**src/sest_defs.svh**
```systemverilog
// Purpose: Constants for the symbol sampling error scaler and slicer.
// Assumes: Included once per compile unit; bare name include.
// Notes: Offsets, field positions, reset values and widths live here.
// Notes on behaviour
// - Scale error by shift chosen by two-bit field
// - Codes 00..11 multiply by two through sixteen
// - Saturate shifted error instead of wrapping around
// - Order field picks two, four, eight, sixteen levels
// - End samples decide expected symbol for midpoint
// - Thresholds split minus one to one equally
// - Single rail nulls quadrature; dual sums, halves
`ifndef SEST_DEFS_SVH
`define SEST_DEFS_SVH

// Destination address of the configuration register
`define SEST_ADDR_CFG     5'h0e
`define SEST_ADDR_W       5
// Field positions inside the configuration word
`define SEST_SHIFT_LSB    11
`define SEST_ORDER_LSB    9
`define SEST_RAIL_BIT     8
`define SEST_USED_W       16
// Reset value of the configuration word
`define SEST_CFG_RESET    16'h0000
// Sample width of the matched filter rails
`define SEST_SAMP_W       10

`endif

```
**src/sest_pkg.sv**
```systemverilog
// Purpose: Types shared by the sampling error scaler files.
// Assumes: sest_defs.svh supplies the sample width.
// Notes: Sample bundle travels as one packed struct.
`include "sest_defs.svh"

package sest_pkg;

	// Modulation order codes
	typedef enum logic [1:0] {
		SEST_ORD_2  = 2'b00,
		SEST_ORD_4  = 2'b01,
		SEST_ORD_8  = 2'b10,
		SEST_ORD_16 = 2'b11
	} sest_order_t;

	// One symbol's matched filter samples on both rails
	typedef struct packed {
		logic signed [`SEST_SAMP_W-1:0] i_end;  // In-phase end-of-symbol
		logic signed [`SEST_SAMP_W-1:0] i_mid;  // In-phase transition midpoint
		logic signed [`SEST_SAMP_W-1:0] q_end;  // Quadrature end-of-symbol
		logic signed [`SEST_SAMP_W-1:0] q_mid;  // Quadrature transition midpoint
	} sest_samp_t;

	// Decoded configuration fields
	typedef struct packed {
		logic [1:0]  shift;   // Shift factor code
		sest_order_t order;   // Modulation order
		logic        single;  // Single rail select
	} sest_cfg_t;

endpackage : sest_pkg

```
**src/sest_core.sv**
```systemverilog
// Purpose: Symbol decision, midpoint error, rail combine, scale, buffer.
// Assumes: Samples arrive from logic on the same clock; no synchroniser.
// Notes: Register port is the device's destination-address write and read.
`timescale 1ns/1ps
`include "sest_defs.svh"

module sest_core
	import sest_pkg::*;
#(
	parameter int W  = `SEST_SAMP_W,  // Sample width
	parameter int OW = 12             // Loop filter input width
) (
	// Clock and reset
	input  wire logic                   i_clock,
	input  wire logic                   i_arst_n,
	// Configuration register port
	input  wire logic                   i_reg_wr,
	input  wire logic                   i_reg_rd,
	input  wire logic [`SEST_ADDR_W-1:0] i_reg_addr,
	input  wire logic [31:0]            i_reg_wdata,
	output logic      [31:0]            o_reg_rdata,
	// Sample stream in
	input  wire logic                   i_samp_valid,
	input  wire sest_samp_t             i_samp,
	output logic                        o_samp_ready,
	// Scaled error to loop filter
	output logic                        o_err_valid,
	output logic signed [OW-1:0]        o_err_data,
	input  wire logic                   i_err_ready
);
	localparam int EW = W + 2;  // Midpoint error width

	// Elaboration checks: struct width is fixed, output must fit the shifter
	if (W != `SEST_SAMP_W) begin : g_bad_w
		$error("sest_core: W must match sample struct");
	end
	if (OW < 2 || OW > EW + 4) begin : g_bad_ow
		$error("sest_core: bad OW");
	end

	// Configuration storage and decoded view
	logic [`SEST_USED_W-1:0] cfg_reg;   // Bits 15-0 of the register
	sest_cfg_t               cfg;       // Fields steering the datapath
	logic [2:0]              bits_ord;  // Log2 of the order

	// One driver for the whole view; fields sit in struct order, shift on top
	assign cfg = sest_cfg_t'(cfg_reg[`SEST_SHIFT_LSB+1:`SEST_RAIL_BIT]);
	assign bits_ord   = {1'b0, cfg.order} + 3'd1;

	// Decision index: top bits of the offset-binary sample
	function automatic logic [3:0] dec_idx(input logic signed [W-1:0] x,
	                                       input logic [2:0] b);
		logic [W-1:0] xu;
		xu = {~x[W-1], x[W-2:0]};  // Range -1..+1 mapped to 0..2^W-1
		dec_idx = 4'(xu >> (W - int'(b)));
	endfunction : dec_idx

	// Ideal level of a decision: centre of its slice
	function automatic logic signed [W:0] sym_val(input logic [3:0] k,
	                                              input logic [2:0] b);
		logic signed [W+1:0] t;
		t = (W+2)'({k, 1'b1}) <<< (W - 1 - int'(b));
		sym_val = (W+1)'(t - (W+2)'(1 <<< (W - 1)));
	endfunction : sym_val

	// Midpoint error: midpoint sample against mean of both neighbours
	function automatic logic signed [EW-1:0] mid_err(input logic signed [W-1:0] mid,
	                                                 input logic [3:0] kp,
	                                                 input logic [3:0] kc,
	                                                 input logic [2:0] b);
		logic signed [W+1:0] mean;
		mean = ((W+2)'(sym_val(kp, b)) + (W+2)'(sym_val(kc, b))) >>> 1;
		if (kp == kc) begin
			mid_err = '0;  // No transition, no timing information
		end else begin
			mid_err = EW'((W+2)'(mid) - mean);
		end
	endfunction : mid_err

	// Register write; upper half is not stored and reads as zero
	always_ff @(posedge i_clock or negedge i_arst_n) begin
		if (!i_arst_n) begin
			cfg_reg <= `SEST_CFG_RESET;
		end else if (i_reg_wr && i_reg_addr == `SEST_ADDR_CFG) begin
			cfg_reg <= i_reg_wdata[`SEST_USED_W-1:0];  // host keeps 15-13 zero
		end
	end

	// Register read; unmapped addresses return zero
	always_ff @(posedge i_clock or negedge i_arst_n) begin
		if (!i_arst_n) begin
			o_reg_rdata <= 32'h0000_0000;
		end else if (i_reg_rd) begin
			o_reg_rdata <= (i_reg_addr == `SEST_ADDR_CFG) ? {16'h0000, cfg_reg} : 32'h0;
		end
	end

	// Per-sample decisions and errors
	logic                accept;        // Sample taken this cycle
	logic [3:0]          k_i;           // In-phase decision
	logic [3:0]          k_q;           // Quadrature decision
	logic [3:0]          k_i_prev_reg;  // Previous in-phase decision
	logic [3:0]          k_q_prev_reg;  // Previous quadrature decision
	logic signed [EW-1:0] err_i;        // In-phase midpoint error
	logic signed [EW-1:0] err_q;        // Quadrature midpoint error
	logic signed [EW-1:0] err_comb;     // Rails combined
	logic signed [EW:0]   err_sum;      // Dual-rail sum before halving
	logic signed [OW-1:0] err_scaled;   // After shift and clamp

	assign accept  = i_samp_valid && o_samp_ready;
	assign k_i     = dec_idx(i_samp.i_end, bits_ord);
	assign k_q     = dec_idx(i_samp.q_end, bits_ord);
	assign err_i   = mid_err(i_samp.i_mid, k_i_prev_reg, k_i, bits_ord);
	assign err_q   = mid_err(i_samp.q_mid, k_q_prev_reg, k_q, bits_ord);
	assign err_sum = (EW+1)'(err_i) + (EW+1)'(err_q);
	// Single rail drops the quadrature term entirely
	assign err_comb = cfg.single ? err_i : EW'(err_sum >>> 1);

	// Previous decisions, updated only on accepted samples
	always_ff @(posedge i_clock or negedge i_arst_n) begin
		if (!i_arst_n) begin
			k_i_prev_reg <= 4'h0;
			k_q_prev_reg <= 4'h0;
		end else if (accept) begin
			k_i_prev_reg <= k_i;
			k_q_prev_reg <= k_q;
		end
	end

	// Scaler with saturation
	sest_shift_sat #(
		.IW (EW),
		.OW (OW)
	) u_shift (
		.i_err  (err_comb),
		.i_code (cfg.shift),
		.o_word (err_scaled)
	);

	// Two-entry skid buffer: output stage plus one spare
	logic                 skid_valid_reg;  // Spare entry occupied
	logic signed [OW-1:0] skid_data_reg;   // Spare entry word
	logic                 pop;             // Loop filter takes the head

	assign pop = o_err_valid && i_err_ready;

	// Output stage; refills from the spare first to keep order
	always_ff @(posedge i_clock or negedge i_arst_n) begin
		if (!i_arst_n) begin
			o_err_valid <= 1'b0;
			o_err_data  <= '0;
		end else if (!o_err_valid || pop) begin
			if (skid_valid_reg) begin
				o_err_valid <= 1'b1;
				o_err_data  <= skid_data_reg;
			end else begin
				o_err_valid <= accept;
				o_err_data  <= accept ? err_scaled : o_err_data;
			end
		end
	end

	// Spare entry catches a word when the head is stalled
	always_ff @(posedge i_clock or negedge i_arst_n) begin
		if (!i_arst_n) begin
			skid_valid_reg <= 1'b0;
			skid_data_reg  <= '0;
		end else if (skid_valid_reg) begin
			if (pop) begin
				skid_valid_reg <= 1'b0;  // Ready was low, nothing new enters
			end
		end else if (accept && o_err_valid && !pop) begin
			skid_valid_reg <= 1'b1;
			skid_data_reg  <= err_scaled;
		end
	end

	// Ready from a flop: low while the spare will hold a word
	always_ff @(posedge i_clock or negedge i_arst_n) begin
		if (!i_arst_n) begin
			o_samp_ready <= 1'b1;
		end else if (skid_valid_reg) begin
			o_samp_ready <= pop;
		end else begin
			o_samp_ready <= !(accept && o_err_valid && !pop);
		end
	end

	// Checking helpers: reference product and slice bounds
	logic signed [EW+5:0] ref_prod;   // Error times power of two
	logic signed [EW+5:0] ref_max;    // Clamp high
	logic signed [W+1:0]  slice_d;    // Sample minus chosen level
	logic signed [W+1:0]  slice_h;    // Half slice width

	assign ref_prod = (EW+6)'(err_comb) * (EW+6)'(2 <<< cfg.shift);
	assign ref_max  = (EW+6)'((64'sd1 <<< (OW - 1)) - 64'sd1);
	assign slice_d  = (W+2)'(i_samp.i_end) - (W+2)'(sym_val(k_i, bits_ord));
	assign slice_h  = (W+2)'(1 <<< (W - 1 - int'(bits_ord)));
endmodule : sest_core

```
**src/sest_shift_sat.sv**
```systemverilog
// Purpose: Left shift of the sampling error with saturation.
// Assumes: Pure combinational; caller registers the result.
// Notes: Shift is one to four places, clamp to output width extremes.
`timescale 1ns/1ps

module sest_shift_sat #(
	parameter int IW = 12,  // Input error width
	parameter int OW = 12   // Loop filter input width
) (
	// Error in
	input  wire logic signed [IW-1:0] i_err,
	input  wire logic        [1:0]    i_code,
	// Scaled error out
	output logic signed      [OW-1:0] o_word
);
	localparam int WW = IW + 4;  // Room for the largest shift

	logic signed [WW-1:0] wide;  // Shifted value, never wraps
	logic signed [WW-1:0] maxv;  // Most positive output value
	logic signed [WW-1:0] minv;  // Most negative output value

	// Refuse an output too narrow to sign or wider than the shifted word
	if (OW < 2 || OW > WW) begin : g_bad_ow
		$error("sest_shift_sat: bad OW");
	end

	// Shift then clamp; wide word keeps the sign so overflow is visible
	always_comb begin
		wide = WW'(i_err) <<< ({1'b0, i_code} + 3'd1);
		maxv = WW'((64'sd1 <<< (OW - 1)) - 64'sd1);
		minv = -maxv - WW'(1);
		if (wide > maxv) begin
			o_word = maxv[OW-1:0];
		end else if (wide < minv) begin
			o_word = minv[OW-1:0];
		end else begin
			o_word = wide[OW-1:0];
		end
	end

endmodule : sest_shift_sat

```
**config.mk**
```make
export PLATFORM = sky130hd
export DESIGN_NAME = sest_core
export DESIGN_NICKNAME = d
export VERILOG_FILES = /design/src/sest_pkg.sv /design/src/sest_core.sv /design/src/sest_shift_sat.sv
export VERILOG_INCLUDE_DIRS = /design/src
export SDC_FILE = /design/constraint.sdc
export NUM_CORES = 1
export LEC_CHECK = 0
export BUFFER_PORTS_ARGS = -buffer_cell sky130_fd_sc_hd__buf_2
export CAP_MARGIN = 20
export CORE_MARGIN = 2
export CORE_UTILIZATION = 53
export DETAILED_ROUTE_END_ITERATION = 16
export PLACE_DENSITY_LB_ADDON = 0.15
export SLEW_MARGIN = 15
export SYNTH_ARGS = -nofsm -noshare
export SYNTH_HDL_FRONTEND = slang
export SYNTH_SLANG_ARGS = --single-unit
```
**constraint.sdc**
```tcl
create_clock -name i_clock -period 8.8 [get_ports i_clock]
set_input_delay 2.2 -clock i_clock [delete_from_list [all_inputs] [get_ports i_clock]]
set_output_delay 2.2 -clock i_clock [all_outputs]
set_load 0.005 [all_outputs]
```
# Yosys cells after proc, flatten, opt, wreduce, memory -nomap -nowiden

Index checks and enable logic that the tools add are counted.

Register bits after elaboration: 83
Bits of input ports: 83
Output and inout port bits: 46
Word-level logic and storage cells: 62

Add/subtract/negate cells: 13
Magnitude comparators: 2
Equal/unequal tests: 3
Shift-type cells: 7
Muxes and demuxes: 13
Bitwise operators: 3
Reductions and logical operators: 12

Operators by type and width:

| operator                                                                       | count |
|---|---|
| 5-bit by 32-bit <<< shifter with 11-bit output                                 | 4 |
| 12-bit 2-to-1 mux                                                              | 7 |
| 10-bit by 32-bit right shift with 4-bit output                                 | 2 |
| 11-bit subtractor, second input constant                                       | 4 |
| 11-bit by 11-bit adder with 12-bit output                                      | 2 |
| 10-bit by 11-bit subtractor with 12-bit output                                 | 2 |
| 16-bit by 12-bit > comparator with 1-bit output, second input constant         | 1 |
| 16-bit by 12-bit less-than comparator with 1-bit output, second input constant | 1 |
| 16-bit 2-to-1 mux                                                              | 1 |
| 12-bit by 3-bit <<< shifter with 16-bit output                                 | 1 |
| 12-bit by 12-bit adder with 13-bit output                                      | 1 |
| 4-bit by 3-bit subtractor with 5-bit output, first input constant              | 2 |
| 4-bit equality test                                                            | 2 |
| 2-bit by 1-bit adder with 3-bit output, second input constant                  | 2 |
| 5-bit by 4-bit equality test with 1-bit output, second input constant          | 1 |
| 1-bit logical AND                                                              | 5 |
| 1-bit 2-to-1 mux                                                               | 5 |
| 2-bit AND reduction                                                            | 2 |
| 1-bit zero test                                                                | 3 |
| 1-bit inverter                                                                 | 3 |
| 2-bit nonzero test                                                             | 1 |
| 1-bit logical OR                                                               | 1 |

# Logic depth before layout (Yosys ltp)

Gate-level depths: netlist (run 1).

Depth after elaboration: 16
Depth in mapped cells: 44

# By module

From an unflattened synthesis (run 1), not the netlist that was laid out.

Cell total of the unflattened synthesis: 931
Area, all modules: 7559.8 µm²

By module, submodules not included:

| module         | instances | cells an instance | area each (µm²) | sequential area each (µm²) |
|---|---|---|---|---|
| sest_core      | 1         | 857               | 6945.4          | 1677.9 |
| sest_shift_sat | 1         | 74                | 614.3           | 0.0 |

# Worst setup path before layout (run 1)

Ideal clock, no wire load.

Path kind: input to register
Start: input port i_samp[33] in the netlist's numbering
End: register o_err_data[10]
Library setup time: 0.134 ns
Arrival: 8.530 ns
Slack: 0.136 ns
Cell stages on the path: 33
Buffers on the path: 0
Path through: nand2b_1 -> a32o_1 -> o41a_2 -> o22ai_1 -> nor2b_1 -> ha_1 -> a21o_1 -> a21oi_1 -> o21bai_1 -> a21oi_1 -> o21bai_1 -> a21oi_1 -> xnor2_1 -> ha_1 -> nor4_1 -> nor2b_1 -> inv_1 -> o21ai_0 -> xor2_1 -> nor2_2 -> ha_1 -> inv_1 -> o21bai_1 -> a21oi_1 -> a21boi_0 -> a211oi_1 -> a311o_1 -> o32ai_2 -> nand4_1 -> o211a_1 -> o31a_1 -> nor3b_4 -> a21oi_1

Longest elaborated chain between the ends: 14

Ends and longest elaborated chain:

| item                                                    | RTL line             | RTL |
|---|---|---|
| from (decl)                                             | sest_core.sv:24      | `input wire sest_samp_t i_samp,` |
| 10-bit by 32-bit right shift with 4-bit output (*)      | sest_core.sv:55      | `dec_idx = 4'(xu >> (W - int'(b)));` |
| 5-bit by 32-bit <<< shifter with 11-bit output          | --                   |  |
| 11-bit subtractor                                       | --                   |  |
| 11-bit by 11-bit adder with 12-bit output               | sest_core.sv:72      | `mean = ((W+2)'(sym_val(kp, b)) + (W+2)'(sym_val(kc, b))) >>> 1;` |
| 10-bit by 11-bit subtractor with 12-bit output          | sest_core.sv:76      | `mid_err = EW'((W+2)'(mid) - mean);` |
| 12-bit 2-to-1 mux (*)                                   | sest_core.sv:73      | `if (kp == kc) begin` |
| 12-bit by 12-bit adder with 13-bit output               | sest_core.sv:115     | `assign err_sum = (EW+1)'(err_i) + (EW+1)'(err_q);` |
| 12-bit 2-to-1 mux (*)                                   | sest_core.sv:117     | `assign err_comb = cfg.single ? err_i : EW'(err_sum >>> 1);` |
| 12-bit by 3-bit <<< shifter with 16-bit output (*)      | sest_shift_sat.sv:29 | `wide = WW'(i_err) <<< ({1'b0, i_code} + 3'd1);` |
| 16-bit by 12-bit less-than comparator with 1-bit output | sest_shift_sat.sv:34 | `end else if (wide < minv) begin` |
| 12-bit 2-to-1 mux                                       | sest_shift_sat.sv:34 |  |
| 12-bit 2-to-1 mux (*)                                   | sest_shift_sat.sv:32 | `if (wide > maxv) begin` |
| 12-bit 2-to-1 mux (*)                                   | sest_core.sv:158     | `o_err_data <= accept ? err_scaled : o_err_data;` |
| 12-bit 2-to-1 mux (*)                                   | sest_core.sv:153     | `if (skid_valid_reg) begin` |
| to (signal assigned)                                    | sest_core.sv:155     | `o_err_data <= skid_data_reg;` |
| to (signal assigned)                                    | sest_core.sv:158     |  |
| to (decl)                                               | sest_core.sv:28      | `output logic signed [OW-1:0] o_err_data,` |

Every way passes the cells marked *; elsewhere a longest branch is shown, timed or not. The select of a mux whose other input is x is not followed.
A chain may end at the register's enable or synchronous reset.

# Worst setup path in the final report (run 1)

Start: input port i_samp[30] in the netlist's numbering
End: register o_err_data[8]

The elaborated chain is that of the path after synthesis.

==> run_results.csv, run 1 <==
group,metric,value,unit
setup_path,worstSetupEndpointType,"flip-flop",
die,die_area,0.01561,mm2
clock_tree,clk_pin_slew,0.07,ns
die,die_w,124.9,um
layout,finalNonFillerCells,1409,
sta,rsz0062_at_grt,"yes",
global_route,grtUsageMet2,46.58,%
layout,syn_to_final_growth,33.67,%
sta,layout_worst_path_cycle_share,99.85,%
drt,dr.pass1.iters,5,
hold_path,worstHoldPathType,"reg2reg",
clock_tree,numCtsBuffers,9,
synth,ys_seq_area_share,21.65,%
sta,slew_viol_final,0,
synth,ys_types,84,
outcome,outcome,"finished clean",
sta,max_freq,113.8,MHz
setup_path,critPathLaunchType,"primary input",
drt,via_per_inst,5.813,
sta,fin_crit,8.787,ns
synth,syn_area_per_cell,7.790,um2
setup_path,critPathLaunch,"i_samp[30]",
setup_path,crit_arrival,9.01,ns
clock_tree,postCtsHoldBufs,0,
layout,fillers,1136,
layout,antennaDiodeCount,0,
drt,post-route-drc-count,0,
setup_path,worst-path-max-fanout,5,
setup_path,crit_path_max_incr_delay,0.47,ns
global_route,use_met3,2.953,%
global_route,busiest_layer,"met2",
die,top_level_ports,129,
global_route,antenna_found_initial,0,
clock_tree,clock_path_buffers,2,
die,num_rows,44,
layout,drive_above_1_share,34.12,%
placement,io_buffers,96,
sta,slew_headroom,36.74,%
clock_tree,cts-root-buf,"clkbuf_16",
clock_tree,htreeDepth,3,
setup_path,crit_type,"in2reg",
die,die_h,124.9,um
placement,place_congestion,0.9637,
synth,synthFlopType,"dfrtp_1",
run,maxCapViolations,0,
synth,synthCells,995,
placement,dp_hpwl,16530,um
drt,wirelength,22680,um
synth,synth_area,0.007751,mm2
sta,hold_viol_final,0,
clock_tree,insertion_delay,0.34,ns
setup_path,critPathRequiredTime,9.02,ns
synth,synth_async_sr_flop_share,100.0,%
sta,tightest_slew,0.9366,ns
sta,whs,0.4831,ns
drt,ant_nets,0,
drt,num_vias,8191,
sta,clock_skew,0.01040,ns
setup_path,r2r-start,"cfg_reg[9]",
global_route,grt_pass1_wl,35430,um
drt,dr.first_iter.drc_count,551,
layout,fin_nets,1367,
placement,dp.cells,1374,
setup_path,cp_common_cell,"o21a_1",
clock_tree,cts_tree,"yes",
hold_path,worstHoldStart,"cfg_reg[2]",
clock_tree,clock_sinks,67,
synth,synth_edf_count,0,
global_route,use_met1,35.91,%
die,initial_core_util,53.74,%
die,core_area,0.01442,mm2
global_route,overflow,0,
global_route,grt_max_degree,68,
synth,ys_ff_latch,67,
synth,ys_warn_count,0,
global_route,grtUsageTotal,27.18,%
global_route,grt_pass1_vias,7501,
setup_path,cpMaxStageDelayCell,"o41a_4",
drt,wire_per_inst,16.10,um
sta,setup_violations,0,
-- per-layer routing --
metal  part of all wire (%)  wire, um
met5                      0         0
met4                    2.7       607
met3                    4.1       932
met2                     50     11350
met1                     43      9790
-- stage by stage --
step | TNS [ns] | cell area [um2] | setup slack (ns) | util (%)
global route | -5.467 | 10360 | -0.3334 | 71.83
detailed placement | -12.36 | 9306 | -0.5923 | 64.52
finish | 0 | 10360 | 0.01346 | 71.83
CTS | 0 | 9662 | 0.01149 | 66.98
global placement | -8.999 | 9306 | -0.4484 | 64.52
floorplan | 0 | 7811 | 0.1358 | -
-- cell usage in the layout (no fill, tap or decap), drive strengths merged, types with 12 or more instances in the layout --
| master | n |
|---|---|
| buf | 265 |
| nor2 | 117 |
| o21ai | 87 |
| a21oi | 82 |
| nand2 | 71 |
| dfrtp | 66 |
| inv | 64 |
| ha | 59 |
| mux2i | 26 |
| nor3 | 23 |
| xnor2 | 23 |
| mux2 | 21 |
| a31oi | 21 |
| xor2 | 19 |
| conb | 18 |
| nand2b | 17 |
| nor2b | 15 |
| nand3 | 14 |
| and2 | 12 |
| o21bai | 12 |
-- path summary, 6_finish.rpt --
path                                   to  cells past startpoint  slack (ns)
setup / recovery            o_err_data[8]                     36        0.01
hold / removal             o_reg_rdata[2]                      2        0.48
setup reg to reg            o_err_data[8]                     40        0.71
hold reg to reg            o_reg_rdata[2]                      2        0.48
max in group asynchronous      cfg_reg[9]                      2        6.13
min in group asynchronous   o_err_data[7]                      2        2.05
-- worst max-delay path, delay by kind of cell --
kind	cells	cell delay (ns)
AOI/OAI and AO/OA	15	3.17
and+or+nand+nor	12	1.73
adders and majority gates	3	0.97
buffers and inverters	4	0.56
xor gates and xnor gates	2	0.38
-- final cells by class --
type                    instances  area (um2)  area share (%)
inverters                      61       231.5           2.234
flip-flops and latches         67        1679           16.21
repair buffers                266        1847           17.82
clock inverters                 7       105.1           1.014
well taps                     184       230.2           2.222
clock buffers                   9       225.2           2.174
multi-input cells             815        6043           58.33
-- cells in the mapped netlist, types with 6 or more instances --
library cell | instances | area share (%)
buf_4 | 19 | 1.8
nand2b_1 | 17 | 1.4
a211oi_1 | 8 | 0.77
inv_1 | 60 | 2.9
o211ai_1 | 8 | 0.77
a22oi_1 | 7 | 0.68
o21a_1 | 7 | 0.68
clkbuf_1 | 38 | 1.8
nor4_1 | 6 | 0.48
o31a_1 | 6 | 0.68
nand3_1 | 14 | 0.90
and3_1 | 9 | 0.73
nand3b_1 | 11 | 1.1
xnor2_1 | 23 | 2.6
o21ai_0 | 87 | 5.6
a21oi_1 | 82 | 5.3
or2_2 | 6 | 0.48
nor3_1 | 23 | 1.5
ha_1 | 59 | 9.5
and2_1 | 12 | 0.97
nand4_1 | 7 | 0.56
dfrtp_1 | 66 | 21
xor2_1 | 19 | 2.1
a31oi_1 | 20 | 1.6
nor2b_1 | 15 | 1.2
a21o_1 | 10 | 0.97
nor2_1 | 115 | 5.6
mux4_2 | 6 | 1.7
mux2i_1 | 26 | 3.4
o21bai_1 | 12 | 1.2
nand2_1 | 70 | 3.4
mux2_2 | 21 | 3.1
or3_1 | 7 | 0.56
-- cells by family after synthesis --
logic type / count (synthesis) / synth area share (%)
buf+inv: 129 / 7.667
other cells: 2 / 0.09689
mux: 53 / 8.152
flops: 67 / 21.65
xor+xnor: 42 / 4.746
fa+ha+maj: 64 / 10.82
simple gates: 327 / 20.61
compound gates: 311 / 26.26
-- repair_timing --
item	in CTS	in global routing
resized for setup	7	130
setup endpoints to repair	22	24
setup buffers	1	17
gates cloned	0	1
pin swaps	3	49
Power of run 1 is not shown: default switching activity piles up to over one toggle a cycle in this logic, so the estimate is an artifact.
==> run 2, diff against run 1 <==
BUFFER_PORTS_ARGS = unset   (was -buffer_cell sky130_fd_sc_hd__buf_2)
CORE_UTILIZATION = 60   (was 53)
DONT_BUFFER_PORTS = 1   (was unset)
==> run 2 against run 1 <==
  * Non-clock buffer count down 141
  * Global-route usage up 2.6 points
  * Utilization up 2.1 points
  * First-iteration DRC count up 8.2%
  * Design area down 10%
  * Flip-flop and latch count unchanged
  * Cell count down 11%
  * Critical path type unchanged
  * Clock-buffer cell count unchanged
==> run_results.csv, run 2 (synthesis results as in run 1) <==
group,metric,value,unit
sta,hold_viol_final,0,
die,initial_core_util,61.42,%
layout,layout_commonest_cell,"buf_4",
global_route,overflow,0,
clock_tree,htreeDepth,3,
clock_tree,clock_sinks,67,
clock_tree,cts-root-buf,"clkbuf_16",
die,top_level_ports,129,
sta,rsz0062_at_grt,"yes",
placement,io_buffers,0,
die,num_rows,41,
die,core_area,0.01262,mm2
hold_path,worstHoldStart,"cfg_reg[0]",
global_route,antenna_found_initial,0,
setup_path,rrSetupSlack,0.72,ns
clock_tree,clk_pin_slew,0.06,ns
global_route,grt_pass1_vias,7057,
sta,tightest_slew,0.9042,ns
placement,dp_hpwl,16020,um
drt,dr.first_iter.drc_count,596,
die,die_area,0.01384,mm2
global_route,grt_max_degree,68,
clock_tree,postCtsHoldBufs,0,
layout,antennaDiodeCount,0,
global_route,grt_pass1_wl,34190,um
placement,place_congestion,0.9327,
sta,fin_crit,8.672,ns
clock_tree,clock_path_buffers,2,
setup_path,cpMaxStageDelayCell,"or3b_1",
setup_path,crit_arrival,8.88,ns
setup_path,critPathLaunchType,"primary input",
setup_path,worst-path-max-fanout,6,
layout,final_util,73.89,%
drt,wire_per_inst,17.42,um
drt,num_vias,7713,
setup_path,worstSetupEndpointType,"flip-flop",
drt,wirelength,21880,um
die,die_h,117.7,um
outcome,outcome,"finished clean",
hold_path,worstHoldPathType,"reg2reg",
sta,setup_violations,0,
sta,clock_skew,0.009838,ns
clock_tree,insertion_delay,0.33,ns
drt,dr.pass1.iters,5,
layout,final_cell_mix,"120 x buf_4, 111 x nor2_1, 72 x o21ai_0",
global_route,grtUsageTotal,29.81,%
sta,slew_viol_final,0,
die,die_w,117.7,um
clock_tree,cts_tree,"yes",
setup_path,crit_type,"in2reg",
sta,layout_worst_path_cycle_share,98.55,%
run,maxCapViolations,0,
setup_path,critPathRequiredTime,9.01,ns
setup_path,r2r-start,"cfg_reg[10]",
setup_path,critPathLaunch,"i_samp[34]",
layout,fillers,964,
drt,ant_nets,0,
drt,via_per_inst,6.141,
setup_path,crit_path_max_incr_delay,0.44,ns
layout,fin_nets,1226,
drt,post-route-drc-count,0,
layout,syn_to_final_growth,20.31,%
layout,drive_above_1_share,23.99,%
sta,max_freq,115.3,MHz
clock_tree,numCtsBuffers,9,
sta,slew_headroom,39.72,%
==> run 2: cell types whose count changed in the layout (fill, tap and decap cells not counted), sizes merged <==
| cell | before | now |
|---|---|---|
| buf | 265 | 125 |
| clkbuf | 10 | 9 |
==> run 2: what timing repair did <==
item,CTS,global route
buffers inserted,0,8
setup endpoints to repair,18,24
pin swaps,0,50
resized for setup,4,96
==> run 2: worst max-delay path: cells and delay by family <==
kind	cells	cell delay (ns)
buf+inv	4	0.59
compound gates	14	2.44
fa+ha+maj	3	0.92
xor+xnor	1	0.19
mux	2	0.26
simple gates	16	2.28
==> run 2: worst paths after layout <==
check,end,cells past startpoint
max in group asynchronous,o_samp_ready,0
hold reg to reg,o_reg_rdata[0],2
setup reg to reg,o_err_data[6],41
hold / removal,o_reg_rdata[0],2
setup / recovery,o_err_data[6],40
min in group asynchronous,k_q_prev_reg[1],0
==> run 2: layer usage <==
metal	track usage, %	part of all wire (%)
met5	0	0
met1	40.81	43
met2	48.95	48
met4	9.111	2.7
met3	4.215	6.4
==> run 2: per-stage QoR <==
step                      instances  TNS (ns)  hold WS [ns]  worst slack (ns)  instance area [um2]
after CTS                      1248         0        0.4798          0.007796                 8880
final                          1256         0        0.4709            0.1278                 9325
after floorplan                1011         0        0.4460            0.1358                 7811
after global placement         1232    -5.469        0.4564           -0.2947                 8543
after global routing           1256    -3.294        0.5080           -0.2231                 9325
after detailed placement       1232    -7.415        0.4644           -0.3904                 8543
==> run 2: final cells by class <==
class | instances | area [um2] | share of cell area, %
Multi-Input combinational cell | 815 | 5914 | 63.42
Tap cell | 172 | 215.2 | 2.308
Sequential cell | 67 | 1679 | 18.01
Clock buffer | 9 | 225.2 | 2.415
Inverter | 61 | 229.0 | 2.455
Timing Repair Buffer | 125 | 957.2 | 10.26
Clock inverter | 7 | 105.1 | 1.127
Power of run 2 is left out for the same reason.
